--- src/pkg/csss_pkg.sv ---
// Shared constants, codes and types of the clock source start-up selector
package csss_pkg;

   // ----------------------------------------------------------------
   // Register map (byte offsets on the Wishbone bus)
   // ----------------------------------------------------------------
   localparam logic [7:0] ADR_TRIM  = 8'h00;
   localparam logic [7:0] ADR_CLK_SRC_FIELD  = 8'h04;
   localparam logic [7:0] ADR_STAT  = 8'h08;
   localparam logic [7:0] ADR_COUNT = 8'h0C;

   // ----------------------------------------------------------------
   // Field positions
   // ----------------------------------------------------------------
   localparam int CLK_SRC_FIELD_SRC_LSB  = 0;
   localparam int CLK_SRC_FIELD_SUT_LSB  = 4;
   localparam int STAT_RUN_BIT  = 0;
   localparam int STAT_BUSY_BIT = 1;
   localparam int STAT_SLP_BIT  = 2;
   localparam int STAT_REJ_BIT  = 3;
   localparam int STAT_RPD_BIT  = 4;
   localparam int STAT_DIV8_BIT = 5;

   // ----------------------------------------------------------------
   // Values after reset and source codes
   // ----------------------------------------------------------------
   localparam logic [7:0] TRIM_RST = 8'h00;
   localparam logic [3:0] SRC_RST  = 4'h2;
   localparam logic [1:0] SUT_RST  = 2'h2;
   localparam logic [3:0] SRC_RC   = 4'h2;
   localparam logic [3:0] SRC_WDT  = 4'h3;
   localparam logic [1:0] SUT_RSVD = 2'h3;

   // ----------------------------------------------------------------
   // Cycle counts
   // ----------------------------------------------------------------
   localparam int CNT_W        = 15;
   localparam int FUSE_WAIT    = 3;
   localparam int RST_CK_CYC   = 14;
   localparam int WAKE_SHORT   = 6;
   localparam int WAKE_258     = 258;
   localparam int WAKE_1K      = 1024;
   localparam int WAKE_16K     = 16384;
   localparam int RT_SHORT_CYC = 512;
   localparam int RT_LONG_CYC  = 8192;

   // ----------------------------------------------------------------
   // Types
   // ----------------------------------------------------------------
   typedef enum logic [2:0] {S_FUSE, S_RST_RT, S_RST_CK, S_RUN, S_SLEEP, S_WAKE} csss_state_e;
   typedef enum logic [1:0] {W_6, W_258, W_1K, W_16K} csss_wake_e;
   typedef enum logic [1:0] {RT_NONE, RT_SHORT, RT_LONG} csss_rt_e;

   typedef struct packed {
      logic       valid;
      csss_wake_e wake;
      csss_rt_e   rt;
   } csss_dec_s;

endpackage
--- src/pkg/csss_cnt_if.sv ---
// Handshake between the sequencer and its delay counter
`timescale 1ns/1ps
interface csss_cnt_if #(parameter int W = 15);
   logic         load;
   logic [W-1:0] target;
   logic         tick;
   logic         done;
   logic [W-1:0] count;

   modport ctl (output load, output target, output tick, input done, input count);
   modport cnt (input load, input target, input tick, output done, output count);
endinterface

--- src/logic/csss_dcnt.sv ---
// Delay counter: counts ticks from zero up to a loaded target
`timescale 1ns/1ps
module csss_dcnt #(
   parameter int W = 15
) (
   input  wire logic clk,
   input  wire logic rst,
   input  wire logic ce,
   csss_cnt_if.cnt   cif
);

   typedef struct packed {
      logic [W-1:0] cnt;
      logic [W-1:0] tgt;
   } csss_dcnt_s;

   csss_dcnt_s c_q;
   csss_dcnt_s c_d;

   // Load restarts from zero; counting stops once the target is met
   always_comb begin
      c_d = c_q;
      if (cif.load) begin
         c_d.cnt = '0;
         c_d.tgt = cif.target;
      end else if (cif.tick && (c_q.cnt < c_q.tgt)) begin
         c_d.cnt = c_q.cnt + W'(1);
      end
   end

   always_ff @(posedge clk) begin
      if (rst) begin
         c_q <= '0;
      end else if (ce) begin
         c_q <= c_d;
      end
   end

   assign cif.done  = (c_q.cnt >= c_q.tgt);
   assign cif.count = c_q.cnt;

endmodule

--- src/logic/csss_sync.sv ---
// Two-stage synchroniser for a bundle of asynchronous inputs
`timescale 1ns/1ps
module csss_sync #(
   parameter int W = 1
) (
   input  wire logic         clk,
   input  wire logic         rst,
   input  wire logic         ce,
   input  wire logic [W-1:0] d,
   output      logic [W-1:0] q
);

   typedef struct packed {
      logic [W-1:0] meta;
      logic [W-1:0] stab;
   } csss_sync_s;

   csss_sync_s s_q;
   csss_sync_s s_d;

   // First stage feeds only the second stage
   always_comb begin
      s_d      = s_q;
      s_d.meta = d;
      s_d.stab = s_q.meta;
   end

   always_ff @(posedge clk) begin
      if (rst) begin
         s_q <= '0;
      end else if (ce) begin
         s_q <= s_d;
      end
   end

   assign q = s_q.stab;

endmodule

--- src/logic/csss_top.sv ---
// Clock source start-up selector: fuse copy, trim load, reset and wake-up delays
//
// The register offsets and register access over Wishbone were decided locally.
`timescale 1ns/1ps
module csss_top #(
   parameter int RT_LONG_CYC = csss_pkg::RT_LONG_CYC,
   parameter int WAKE_16K    = csss_pkg::WAKE_16K
) (
   input  wire logic        MCLK,
   input  wire logic        RST,
   input  wire logic        CE,
   input  wire logic        WB_CYC_I,
   input  wire logic        WB_STB_I,
   input  wire logic        WB_WE_I,
   input  wire logic [7:0]  WB_ADR_I,
   input  wire logic [3:0]  WB_SEL_I,
   input  wire logic [31:0] WB_DAT_I,
   output      logic [31:0] WB_DAT_O,
   output      logic        WB_ACK_O,
   input  wire logic [3:0]  CLK_SRC_FUSE,
   input  wire logic [1:0]  STARTUP_FUSE,
   input  wire logic        RESET_PIN_DISABLE_FUSE,
   input  wire logic        DIV_BY_EIGHT_FUSE,
   input  wire logic [7:0]  FACTORY_TRIM,
   input  wire logic        WDT_OSC_CLK,
   input  wire logic        SRC_OSC_CLK,
   input  wire logic        SLEEP_REQ,
   input  wire logic        WAKE_REQ,
   output      logic [7:0]  OSC_TRIM,
   output      logic        RC_OSC_SEL,
   output      logic        WDT_OSC_SEL,
   output      logic        XTAL_EN,
   output      logic [2:0]  XTAL_MODE,
   output      logic        WDT_OSC_EN,
   output      logic        DIV8_EN,
   output      logic        CPU_RUN
);

   localparam int CW     = csss_pkg::CNT_W;
   localparam int SYNC_W = 18;

   // ----------------------------------------------------------------
   // State record
   // ----------------------------------------------------------------
   typedef struct packed {
      csss_pkg::csss_state_e st;
      logic [1:0]            fw;
      logic [7:0]            trim;
      logic [3:0]            src;
      logic [1:0]            startup_fuse;
      logic                  rej;
      logic                  rpd;
      logic                  div8;
      logic                  load;
      logic [CW-1:0]         tgt;
      logic                  tsel;
      logic                  wdt_d;
      logic                  src_d;
      logic                  ack;
      logic [31:0]           rdat;
   } csss_top_s;

   localparam csss_top_s RST_VAL = '{
      st:    csss_pkg::S_FUSE,
      fw:    2'h0,
      trim:  csss_pkg::TRIM_RST,
      src:   csss_pkg::SRC_RST,
      startup_fuse:   csss_pkg::SUT_RST,
      rej:   1'b0,
      rpd:   1'b0,
      div8:  1'b0,
      load:  1'b0,
      tgt:   '0,
      tsel:  1'b0,
      wdt_d: 1'b0,
      src_d: 1'b0,
      ack:   1'b0,
      rdat:  32'h00000000
   };

   csss_top_s q;
   csss_top_s d;

   // ----------------------------------------------------------------
   // Decoding of source and start-up fields
   // ----------------------------------------------------------------
   // Returns wake-up class, real-time class and whether the pair is usable
   function automatic csss_pkg::csss_dec_s csss_decode(
      input logic [3:0] s,
      input logic [1:0] u,
      input logic       rpd
   );
      csss_pkg::csss_dec_s r;
      r.valid = 1'b0;
      r.wake  = csss_pkg::W_6;
      r.rt    = csss_pkg::RT_NONE;
      if ((s == csss_pkg::SRC_RC) || (s == csss_pkg::SRC_WDT)) begin
         r.valid = (u != csss_pkg::SUT_RSVD);
         r.wake  = csss_pkg::W_6;
         case (u)
            2'h0:    r.rt = csss_pkg::RT_NONE;
            2'h1:    r.rt = csss_pkg::RT_SHORT;
            default: r.rt = csss_pkg::RT_LONG;
         endcase
      end else if (s[3]) begin
         r.valid = 1'b1;
         case ({s[0], u})
            3'h0, 3'h1:       r.wake = csss_pkg::W_258;
            3'h2, 3'h3, 3'h4: r.wake = csss_pkg::W_1K;
            default:          r.wake = csss_pkg::W_16K;
         endcase
         case ({s[0], u})
            3'h0, 3'h3, 3'h6: r.rt = csss_pkg::RT_SHORT;
            3'h1, 3'h4, 3'h7: r.rt = csss_pkg::RT_LONG;
            default:          r.rt = csss_pkg::RT_NONE;
         endcase
      end
      // Without a reset pin the bare 14-cycle delay is too short to trust
      if (rpd && (r.rt == csss_pkg::RT_NONE)) begin
         r.rt = csss_pkg::RT_SHORT;
      end
      return r;
   endfunction

   // Watchdog ticks for the real-time part of the reset delay
   function automatic logic [CW-1:0] csss_rt_cyc(input csss_pkg::csss_rt_e rt);
      case (rt)
         csss_pkg::RT_SHORT: return CW'(csss_pkg::RT_SHORT_CYC);
         csss_pkg::RT_LONG:  return CW'(RT_LONG_CYC);
         default:            return '0;
      endcase
   endfunction

   // Source ticks for a wake-up delay
   function automatic logic [CW-1:0] csss_wake_cyc(input csss_pkg::csss_wake_e w);
      case (w)
         csss_pkg::W_258: return CW'(csss_pkg::WAKE_258);
         csss_pkg::W_1K:  return CW'(csss_pkg::WAKE_1K);
         csss_pkg::W_16K: return CW'(WAKE_16K);
         default:         return CW'(csss_pkg::WAKE_SHORT);
      endcase
   endfunction

   // ----------------------------------------------------------------
   // Input synchronisation
   // ----------------------------------------------------------------
   logic [SYNC_W-1:0] sync_q;
   logic [3:0]        fz_src;
   logic [1:0]        fz_sut;
   logic              fz_rpd;
   logic              fz_div8;
   logic [7:0]        fz_trim;
   logic              wdt_s;
   logic              src_s;

   // Fuses, trim and both oscillator clocks come from outside this domain
   csss_sync #(
      .W (SYNC_W)
   ) u_sync (
      .clk (MCLK),
      .rst (RST),
      .ce  (CE),
      .d   ({SRC_OSC_CLK, WDT_OSC_CLK, FACTORY_TRIM, DIV_BY_EIGHT_FUSE,
             RESET_PIN_DISABLE_FUSE, STARTUP_FUSE, CLK_SRC_FUSE}),
      .q   (sync_q)
   );

   assign fz_src  = sync_q[3:0];
   assign fz_sut  = sync_q[5:4];
   assign fz_rpd  = sync_q[6];
   assign fz_div8 = sync_q[7];
   assign fz_trim = sync_q[15:8];
   assign wdt_s   = sync_q[16];
   assign src_s   = sync_q[17];

   // ----------------------------------------------------------------
   // Delay counter
   // ----------------------------------------------------------------
   csss_cnt_if #(.W (CW)) cif ();

   csss_dcnt #(
      .W (CW)
   ) u_dcnt (
      .clk (MCLK),
      .rst (RST),
      .ce  (CE),
      .cif (cif)
   );

   logic wdt_rise;
   logic src_rise;

   // Watchdog ticks drive the real-time part whatever source is selected
   assign wdt_rise   = wdt_s & ~q.wdt_d;
   assign src_rise   = src_s & ~q.src_d;
   assign cif.load   = q.load;
   assign cif.target = q.tgt;
   assign cif.tick   = q.tsel ? wdt_rise : src_rise;

   // ----------------------------------------------------------------
   // Decoded views
   // ----------------------------------------------------------------
   csss_pkg::csss_dec_s cur_dec;
   csss_pkg::csss_dec_s fuse_dec;
   csss_pkg::csss_dec_s wr_dec;
   csss_pkg::csss_dec_s dflt_dec;
   logic                bus_req;
   logic                bus_wr;
   logic [31:0]         rd_mux;

   assign cur_dec  = csss_decode(q.src, q.startup_fuse, q.rpd);
   assign fuse_dec = csss_decode(fz_src, fz_sut, fz_rpd);
   assign dflt_dec = csss_decode(csss_pkg::SRC_RST, csss_pkg::SUT_RST, fz_rpd);
   assign wr_dec   = csss_decode(WB_DAT_I[csss_pkg::CLK_SRC_FIELD_SRC_LSB +: 4],
                                 WB_DAT_I[csss_pkg::CLK_SRC_FIELD_SUT_LSB +: 2], q.rpd);
   assign bus_req  = WB_CYC_I & WB_STB_I;
   // A write lands on the edge at which the master sees the acknowledge
   assign bus_wr   = bus_req & WB_WE_I & q.ack & WB_SEL_I[0];

   // Read data multiplexer, unmapped words read as zero
   always_comb begin
      rd_mux = 32'h00000000;
      case (WB_ADR_I)
         csss_pkg::ADR_TRIM: begin
            rd_mux[7:0] = q.trim;
         end
         csss_pkg::ADR_CLK_SRC_FIELD: begin
            rd_mux[csss_pkg::CLK_SRC_FIELD_SRC_LSB +: 4] = q.src;
            rd_mux[csss_pkg::CLK_SRC_FIELD_SUT_LSB +: 2] = q.startup_fuse;
         end
         csss_pkg::ADR_STAT: begin
            rd_mux[csss_pkg::STAT_RUN_BIT]  = (q.st == csss_pkg::S_RUN);
            rd_mux[csss_pkg::STAT_BUSY_BIT] = (q.st != csss_pkg::S_RUN) && (q.st != csss_pkg::S_SLEEP);
            rd_mux[csss_pkg::STAT_SLP_BIT]  = (q.st == csss_pkg::S_SLEEP);
            rd_mux[csss_pkg::STAT_REJ_BIT]  = q.rej;
            rd_mux[csss_pkg::STAT_RPD_BIT]  = q.rpd;
            rd_mux[csss_pkg::STAT_DIV8_BIT] = q.div8;
         end
         csss_pkg::ADR_COUNT: begin
            rd_mux[CW-1:0] = cif.count;
         end
         default: begin
            rd_mux = 32'h00000000;
         end
      endcase
   end

   // ----------------------------------------------------------------
   // Sequencer and register file
   // ----------------------------------------------------------------
   always_comb begin
      d       = q;
      d.load  = 1'b0;
      d.ack   = 1'b0;
      d.wdt_d = wdt_s;
      d.src_d = src_s;

      // Bus answer one cycle after the request, dropped the cycle after
      if (bus_req && !q.ack) begin
         d.ack  = 1'b1;
         d.rdat = rd_mux;
      end

      // Start-up sequence
      case (q.st)
         csss_pkg::S_FUSE: begin
            d.fw = q.fw + 2'h1;
            // Wait for the synchronisers to fill before trusting the fuses
            if (q.fw == 2'(csss_pkg::FUSE_WAIT)) begin
               d.trim = fz_trim;
               d.rpd  = fz_rpd;
               d.div8 = fz_div8;
               d.st   = csss_pkg::S_RST_RT;
               d.load = 1'b1;
               d.tsel = 1'b1;
               if (fuse_dec.valid) begin
                  d.src = fz_src;
                  d.startup_fuse = fz_sut;
                  d.tgt = csss_rt_cyc(fuse_dec.rt);
               end else begin
                  d.tgt = csss_rt_cyc(dflt_dec.rt);
               end
            end
         end
         csss_pkg::S_RST_RT: begin
            if (!q.load && cif.done) begin
               d.st   = csss_pkg::S_RST_CK;
               d.load = 1'b1;
               d.tsel = 1'b0;
               d.tgt  = CW'(csss_pkg::RST_CK_CYC);
            end
         end
         csss_pkg::S_RST_CK: begin
            if (!q.load && cif.done) begin
               d.st = csss_pkg::S_RUN;
            end
         end
         csss_pkg::S_RUN: begin
            if (SLEEP_REQ) begin
               d.st = csss_pkg::S_SLEEP;
            end
         end
         csss_pkg::S_SLEEP: begin
            if (WAKE_REQ) begin
               d.st   = csss_pkg::S_WAKE;
               d.load = 1'b1;
               d.tsel = 1'b0;
               d.tgt  = csss_wake_cyc(cur_dec.wake);
            end
         end
         csss_pkg::S_WAKE: begin
            if (!q.load && cif.done) begin
               d.st = csss_pkg::S_RUN;
            end
         end
         default: begin
            d.st = csss_pkg::S_FUSE;
         end
      endcase

      // Register writes
      if (bus_wr) begin
         case (WB_ADR_I)
            csss_pkg::ADR_TRIM: begin
               d.trim = WB_DAT_I[7:0];
            end
            csss_pkg::ADR_CLK_SRC_FIELD: begin
               if (wr_dec.valid) begin
                  d.src = WB_DAT_I[csss_pkg::CLK_SRC_FIELD_SRC_LSB +: 4];
                  d.startup_fuse = WB_DAT_I[csss_pkg::CLK_SRC_FIELD_SUT_LSB +: 2];
                  // A new source while running must settle before execution resumes
                  if (q.st == csss_pkg::S_RUN) begin
                     d.st   = csss_pkg::S_WAKE;
                     d.load = 1'b1;
                     d.tsel = 1'b0;
                     d.tgt  = csss_wake_cyc(wr_dec.wake);
                  end
               end
            end
            csss_pkg::ADR_STAT: begin
               if (WB_DAT_I[csss_pkg::STAT_REJ_BIT]) begin
                  d.rej = 1'b0;
               end
            end
            default: begin
               d.rej = d.rej;
            end
         endcase
      end

      // Rejection flag is set after the clear so a same-cycle event wins
      if (bus_wr && (WB_ADR_I == csss_pkg::ADR_CLK_SRC_FIELD) && !wr_dec.valid) begin
         d.rej = 1'b1;
      end
   end

   // State register, frozen while the clock enable is low
   always_ff @(posedge MCLK) begin
      if (RST) begin
         q <= RST_VAL;
      end else if (CE) begin
         q <= d;
      end
   end

   // ----------------------------------------------------------------
   // Outputs
   // ----------------------------------------------------------------
   assign WB_DAT_O    = q.rdat;
   assign WB_ACK_O    = q.ack;
   assign OSC_TRIM    = q.trim;
   assign RC_OSC_SEL  = (q.src == csss_pkg::SRC_RC);
   assign WDT_OSC_SEL = (q.src == csss_pkg::SRC_WDT);
   assign XTAL_EN     = q.src[3];
   // Lowest mode is meant for ceramic resonators only; nothing here can check that
   assign XTAL_MODE   = q.src[3] ? q.src[3:1] : 3'h0;
   assign WDT_OSC_EN  = 1'b1;
   assign DIV8_EN     = q.div8;
   assign CPU_RUN     = (q.st == csss_pkg::S_RUN);

endmodule

--- config.mk ---
export PLATFORM = sky130hd
export DESIGN_NAME = csss_top
export DESIGN_NICKNAME = d
export VERILOG_FILES = /design/src/pkg/csss_pkg.sv /design/src/pkg/csss_cnt_if.sv /design/src/logic/csss_dcnt.sv /design/src/logic/csss_sync.sv /design/src/logic/csss_top.sv
export SDC_FILE = /design/constraint.sdc
export NUM_CORES = 1
export LEC_CHECK = 0
export BUFFER_PORTS_ARGS = -buffer_cell sky130_fd_sc_hd__buf_2
export CORE_MARGIN = 2
export CORE_UTILIZATION = 55
export DETAILED_ROUTE_END_ITERATION = 8
export GPL_TIMING_DRIVEN = 1
export MAX_ROUTING_LAYER = met4
export PLACE_DENSITY = 0.77
export SLEW_MARGIN = 40
export SYNTH_ARGS = -nofsm -noshare
export SYNTH_HDL_FRONTEND = slang
export SYNTH_SLANG_ARGS = --single-unit
--- constraint.sdc ---
create_clock -name MCLK -period 3.62 [get_ports MCLK]
set_input_delay 0.724 -clock MCLK [delete_from_list [all_inputs] [get_ports MCLK]]
set_output_delay 0.724 -clock MCLK [all_outputs]
set_load 0.02 [all_outputs]
==> results.md <==
- Status: finished clean
- Setup Buffers After CTS: 0
- Final Hold Vio Count: 0
- Peak supply drop: 0.000449 V
- Power per Cell Area: about 520 mW/mm²
- Setup Skew: 0.00398 ns
- Rows: 38
- Layout cells sized above 1: 17.2%
- Relative slew margins: 46.2%
- Startpoint Class: flop
- Post-DP HPWL: 10.0 mm
- Post-synthesis cell type count: 65
- Largest net degree at the start of global routing: around 80
- Total power: around 3.7 mW
- Area leader, netlist: dfxtp_1
- Critical Path Max Stage Delay: 0.56 ns
- Lkg Pwr: 2.82 nW
- Initial DRC count: 361
- Register area share after synthesis: 40.0%
- Initial Utilization: 56.6%
- Crit Path Category: reg -> reg
- Crit path capture type: flop
- Multi-input logic area: between 0.003 and 0.004 mm²
- IO Port Bufs: 74
- Final setup viols: 0
- # DRC: 0
- Crit path DAT: 3.22 ns
- Synth Instances: 729
- First-pass GRT wire length: 24.3 mm
- CTS Root Cell: clkbuf_8
- GR Overflow Total: 0
- EDFF count, synth: 0
- Final worst-path cycle share: 78.5%
- Cell family with most CP delay: compound AO/OA/AOI/OAI gates
- Syn Area/Cell: 8.45 µm²
- Final ANT Viol Nets: 0
- Placer Congestion: 0.877
- Slew @ Worst Pin: just over 0.8 ns
- Yosys reg bits: roughly 120
- IO Count: 120
- Commonest cells in the netlist: 123 x dfxtp_1, 109 x nor2_1, 71 x nand2_1
- Worst hold path type: in -> reg
- Yosys Warn Count: 0
- RSZ-0062 raised after global routing: false
- Fillers: 879
- Hold Path Origin: FACTORY_TRIM[4]
- CTS tree: yes
- Yosys top cell area share: about two fifths
- Register-to-register setup slack: 0.78 ns
- Clock transition at the registers of the reported paths: roughly 0.06 ns
- R2R Path End: cif.target[4]$_SDFFE_PP0P_
- Die X: around 110 µm
- Post-CTS Hold Buffers: 0
- Worst r2r path cells: 8
- Fin Setup TNS: 0 ns
- Critical-path top delay cell: o22ai_1
- Antenna violations before repair: 0
- Crit path time final: 2.84 ns
- Full die area: 0.0121 mm²
- Vias in the first global route: 5110
- Post-synth ARST share: 0%
- Clk buf depth: 2
- Cell Area, Synth: 0.00616 mm²
- Detailed Routing Iterations Pass 1: 5
- Critical Path RT: 4.00 ns
- Area occupied by registers: approximately 0.0025 mm²
- Most common cell in the netlist: dfxtp_1
- Die height: 110 µm
- Max frequency: 352 MHz
- Vias: between 5000 and 6000
- Area grow syn2layout: 14.6%
- Post-CTS Resized: 0
- Critical-path maximum fanout: 8
- Crit-path cells: ha_1, nand2_1, o21ai_0, a21oi_1, o22ai_1, nand3_2, a21oi_2, nor3b_1
- Clock Sinks: about 120
- Reg-to-reg startpoint: u_dcnt.cif.count[14]$_SDFFE_PP0P_
- Nets@finish: 849
- Final Slew Violations: 0
- Bufs and invs on worst path: 0
- Maxcap violations: 0
- Clk_lat worst skew: 0.52 ns
- Hold Path Stages: 3
- H-tree levels: 4
- Diodes inserted: 0
- Num CTS Buffers: 17
- Detailed-route vias per instance: 5.79
- Hold path endpoint: u_sync.s_d[12]$_SDFFE_PP0P_
- Most used DFF post-synth: dfxtp_1
- Total GRT Usage: a little over a quarter
- Largest cells by area after synthesis: dfxtp_1 40%, mux2i_1 6.8%, nor2_1 6.6%
- CORE AREA: 0.0109 mm²
- Routed length per placed instance: between 15 and 20 µm
- Final Routed Wirelength: 14.9 mm
==> sequential cells by signal (all words and copies together), names as in the netlist <==
| name | count |
|---|---|
| u_sync.q | 18 |
| u_sync.s_d | 18 |
| WB_DAT_O | 15 |
| cif.target | 15 |
| q | 15 |
| u_dcnt.c_q | 15 |
| u_dcnt.cif.count | 15 |
| OSC_TRIM | 8 |
| DIV8_EN | 1 |
| WB_ACK_O | 1 |
| XTAL_EN | 1 |
| cif.load | 1 |
==> metal layers <==
| metal | up-vias | track usage (%) | wire, µm |
|---|---|---|---|
| met5 | - | - | 0 |
| met4 | 0 | 10.4 | 337 |
| met3 | 32 | 7.47 | 1100 |
| met2 | 206 | 43.0 | 7140 |
| met1 | 2492 | 32.1 | 6300 |
| li1 | 2566 | - | - |
==> worst min-delay path, delay by kind of cell <==
kind          cells  cell delay, ns
mux               1            0.06
simple gates      1            0.07
buf+inv           1            0.07
==> power breakdown <==
group	total, mW	switching [mW]	leakage (nW)	internal (mW)
logic	0.239	0.154	1.48	0.0851
clock network	2.05	0.632	0.342	1.42
registers	1.41	0.0289	0.997	1.39
total	3.71	0.815	2.82	2.89
==> logic make-up after synthesis <==
group                      count (synthesis)  share of synthesized area [%]
AOI/OAI and AO/OA                        146                           15.1
muxes                                     48                           9.02
adders and majority gates                 17                           3.45
buffers and inverters                    106                           9.22
DFF                                      123                           40.0
other                                      2                          0.122
xor gates and xnor gates                  12                           1.71
and+or+nand+nor                          275                           21.5
==> placed cells by master (no fill, tap or decap), types with 7 or more instances in the layout <==
cell / Yosys / layout
nor3b_1: 10 / 10
inv_1: 23 / 23
a22oi_1: 18 / 18
o21ai_0: 30 / 30
nor2_1: 109 / 108
conb_1: 2 / 18
nor3_1: 12 / 12
a21oi_1: 48 / 48
clkbuf_16: 0 / 16
nand3_1: 10 / 10
a211oi_1: 8 / 8
a31oi_1: 8 / 8
buf_4: 42 / 7
bufinv_16: 0 / 8
buf_2: 4 / 72
ha_1: 17 / 17
dfxtp_1: 123 / 123
xnor2_1: 11 / 11
mux2i_1: 42 / 42
nand2_1: 71 / 71
nand2b_1: 10 / 10
==> how the worst max path moves through the flow <==
stage	startpoint	cells after the start	slack [ns]	end
final	u_dcnt.cif.count[14]$_SDFFE_PP0P_	8	0.78	cif.target[4]$_SDFFE_PP0P_
after global routing	u_dcnt.c_q[14]$_SDFFE_PP0P_	9	0.56	cif.target[5]$_SDFFE_PP0P_
after CTS	u_dcnt.cif.count[10]$_SDFFE_PP0P_	8	0.79	cif.target[4]$_SDFFE_PP0P_
after detailed placement	WB_ADR_I[1]	7	0.73	cif.target[6]$_SDFFE_PP0P_
after global placement	CE	7	0.68	u_dcnt.cif.count[14]$_SDFFE_PP0P_
after floorplan	WB_ADR_I[1]	6	1.38	cif.target[11]$_SDFFE_PP0P_
==> cell type report <==
class / instances / area share, %
multi-input cells: 516 / 45.2
flip-flops and latches: 123 / 34.9
clock buffers: 18 / 6.06
repair buffers: 80 / 6.01
clock inverters: 14 / 4.11
well taps: 140 / 2.48
inverters: 24 / 1.28
==> metrics by stage <==
step / setup WS, ns / cells / area [µm²] / util [%] / hold WS [ns]
after global placement: 0.684 / 883 / 6340 / 58.2 / 0.435
final: 0.779 / 915 / 7060 / 64.9 / 0.442
after global routing: 0.562 / 915 / 7060 / 64.9 / 0.431
after detailed placement: 0.731 / 883 / 6340 / 58.3 / 0.442
after CTS: 0.786 / 915 / 7060 / 64.9 / 0.430
after floorplan: 1.38 / 745 / 6220 / - / 0.427
Power figures use the tool's default switching activity.
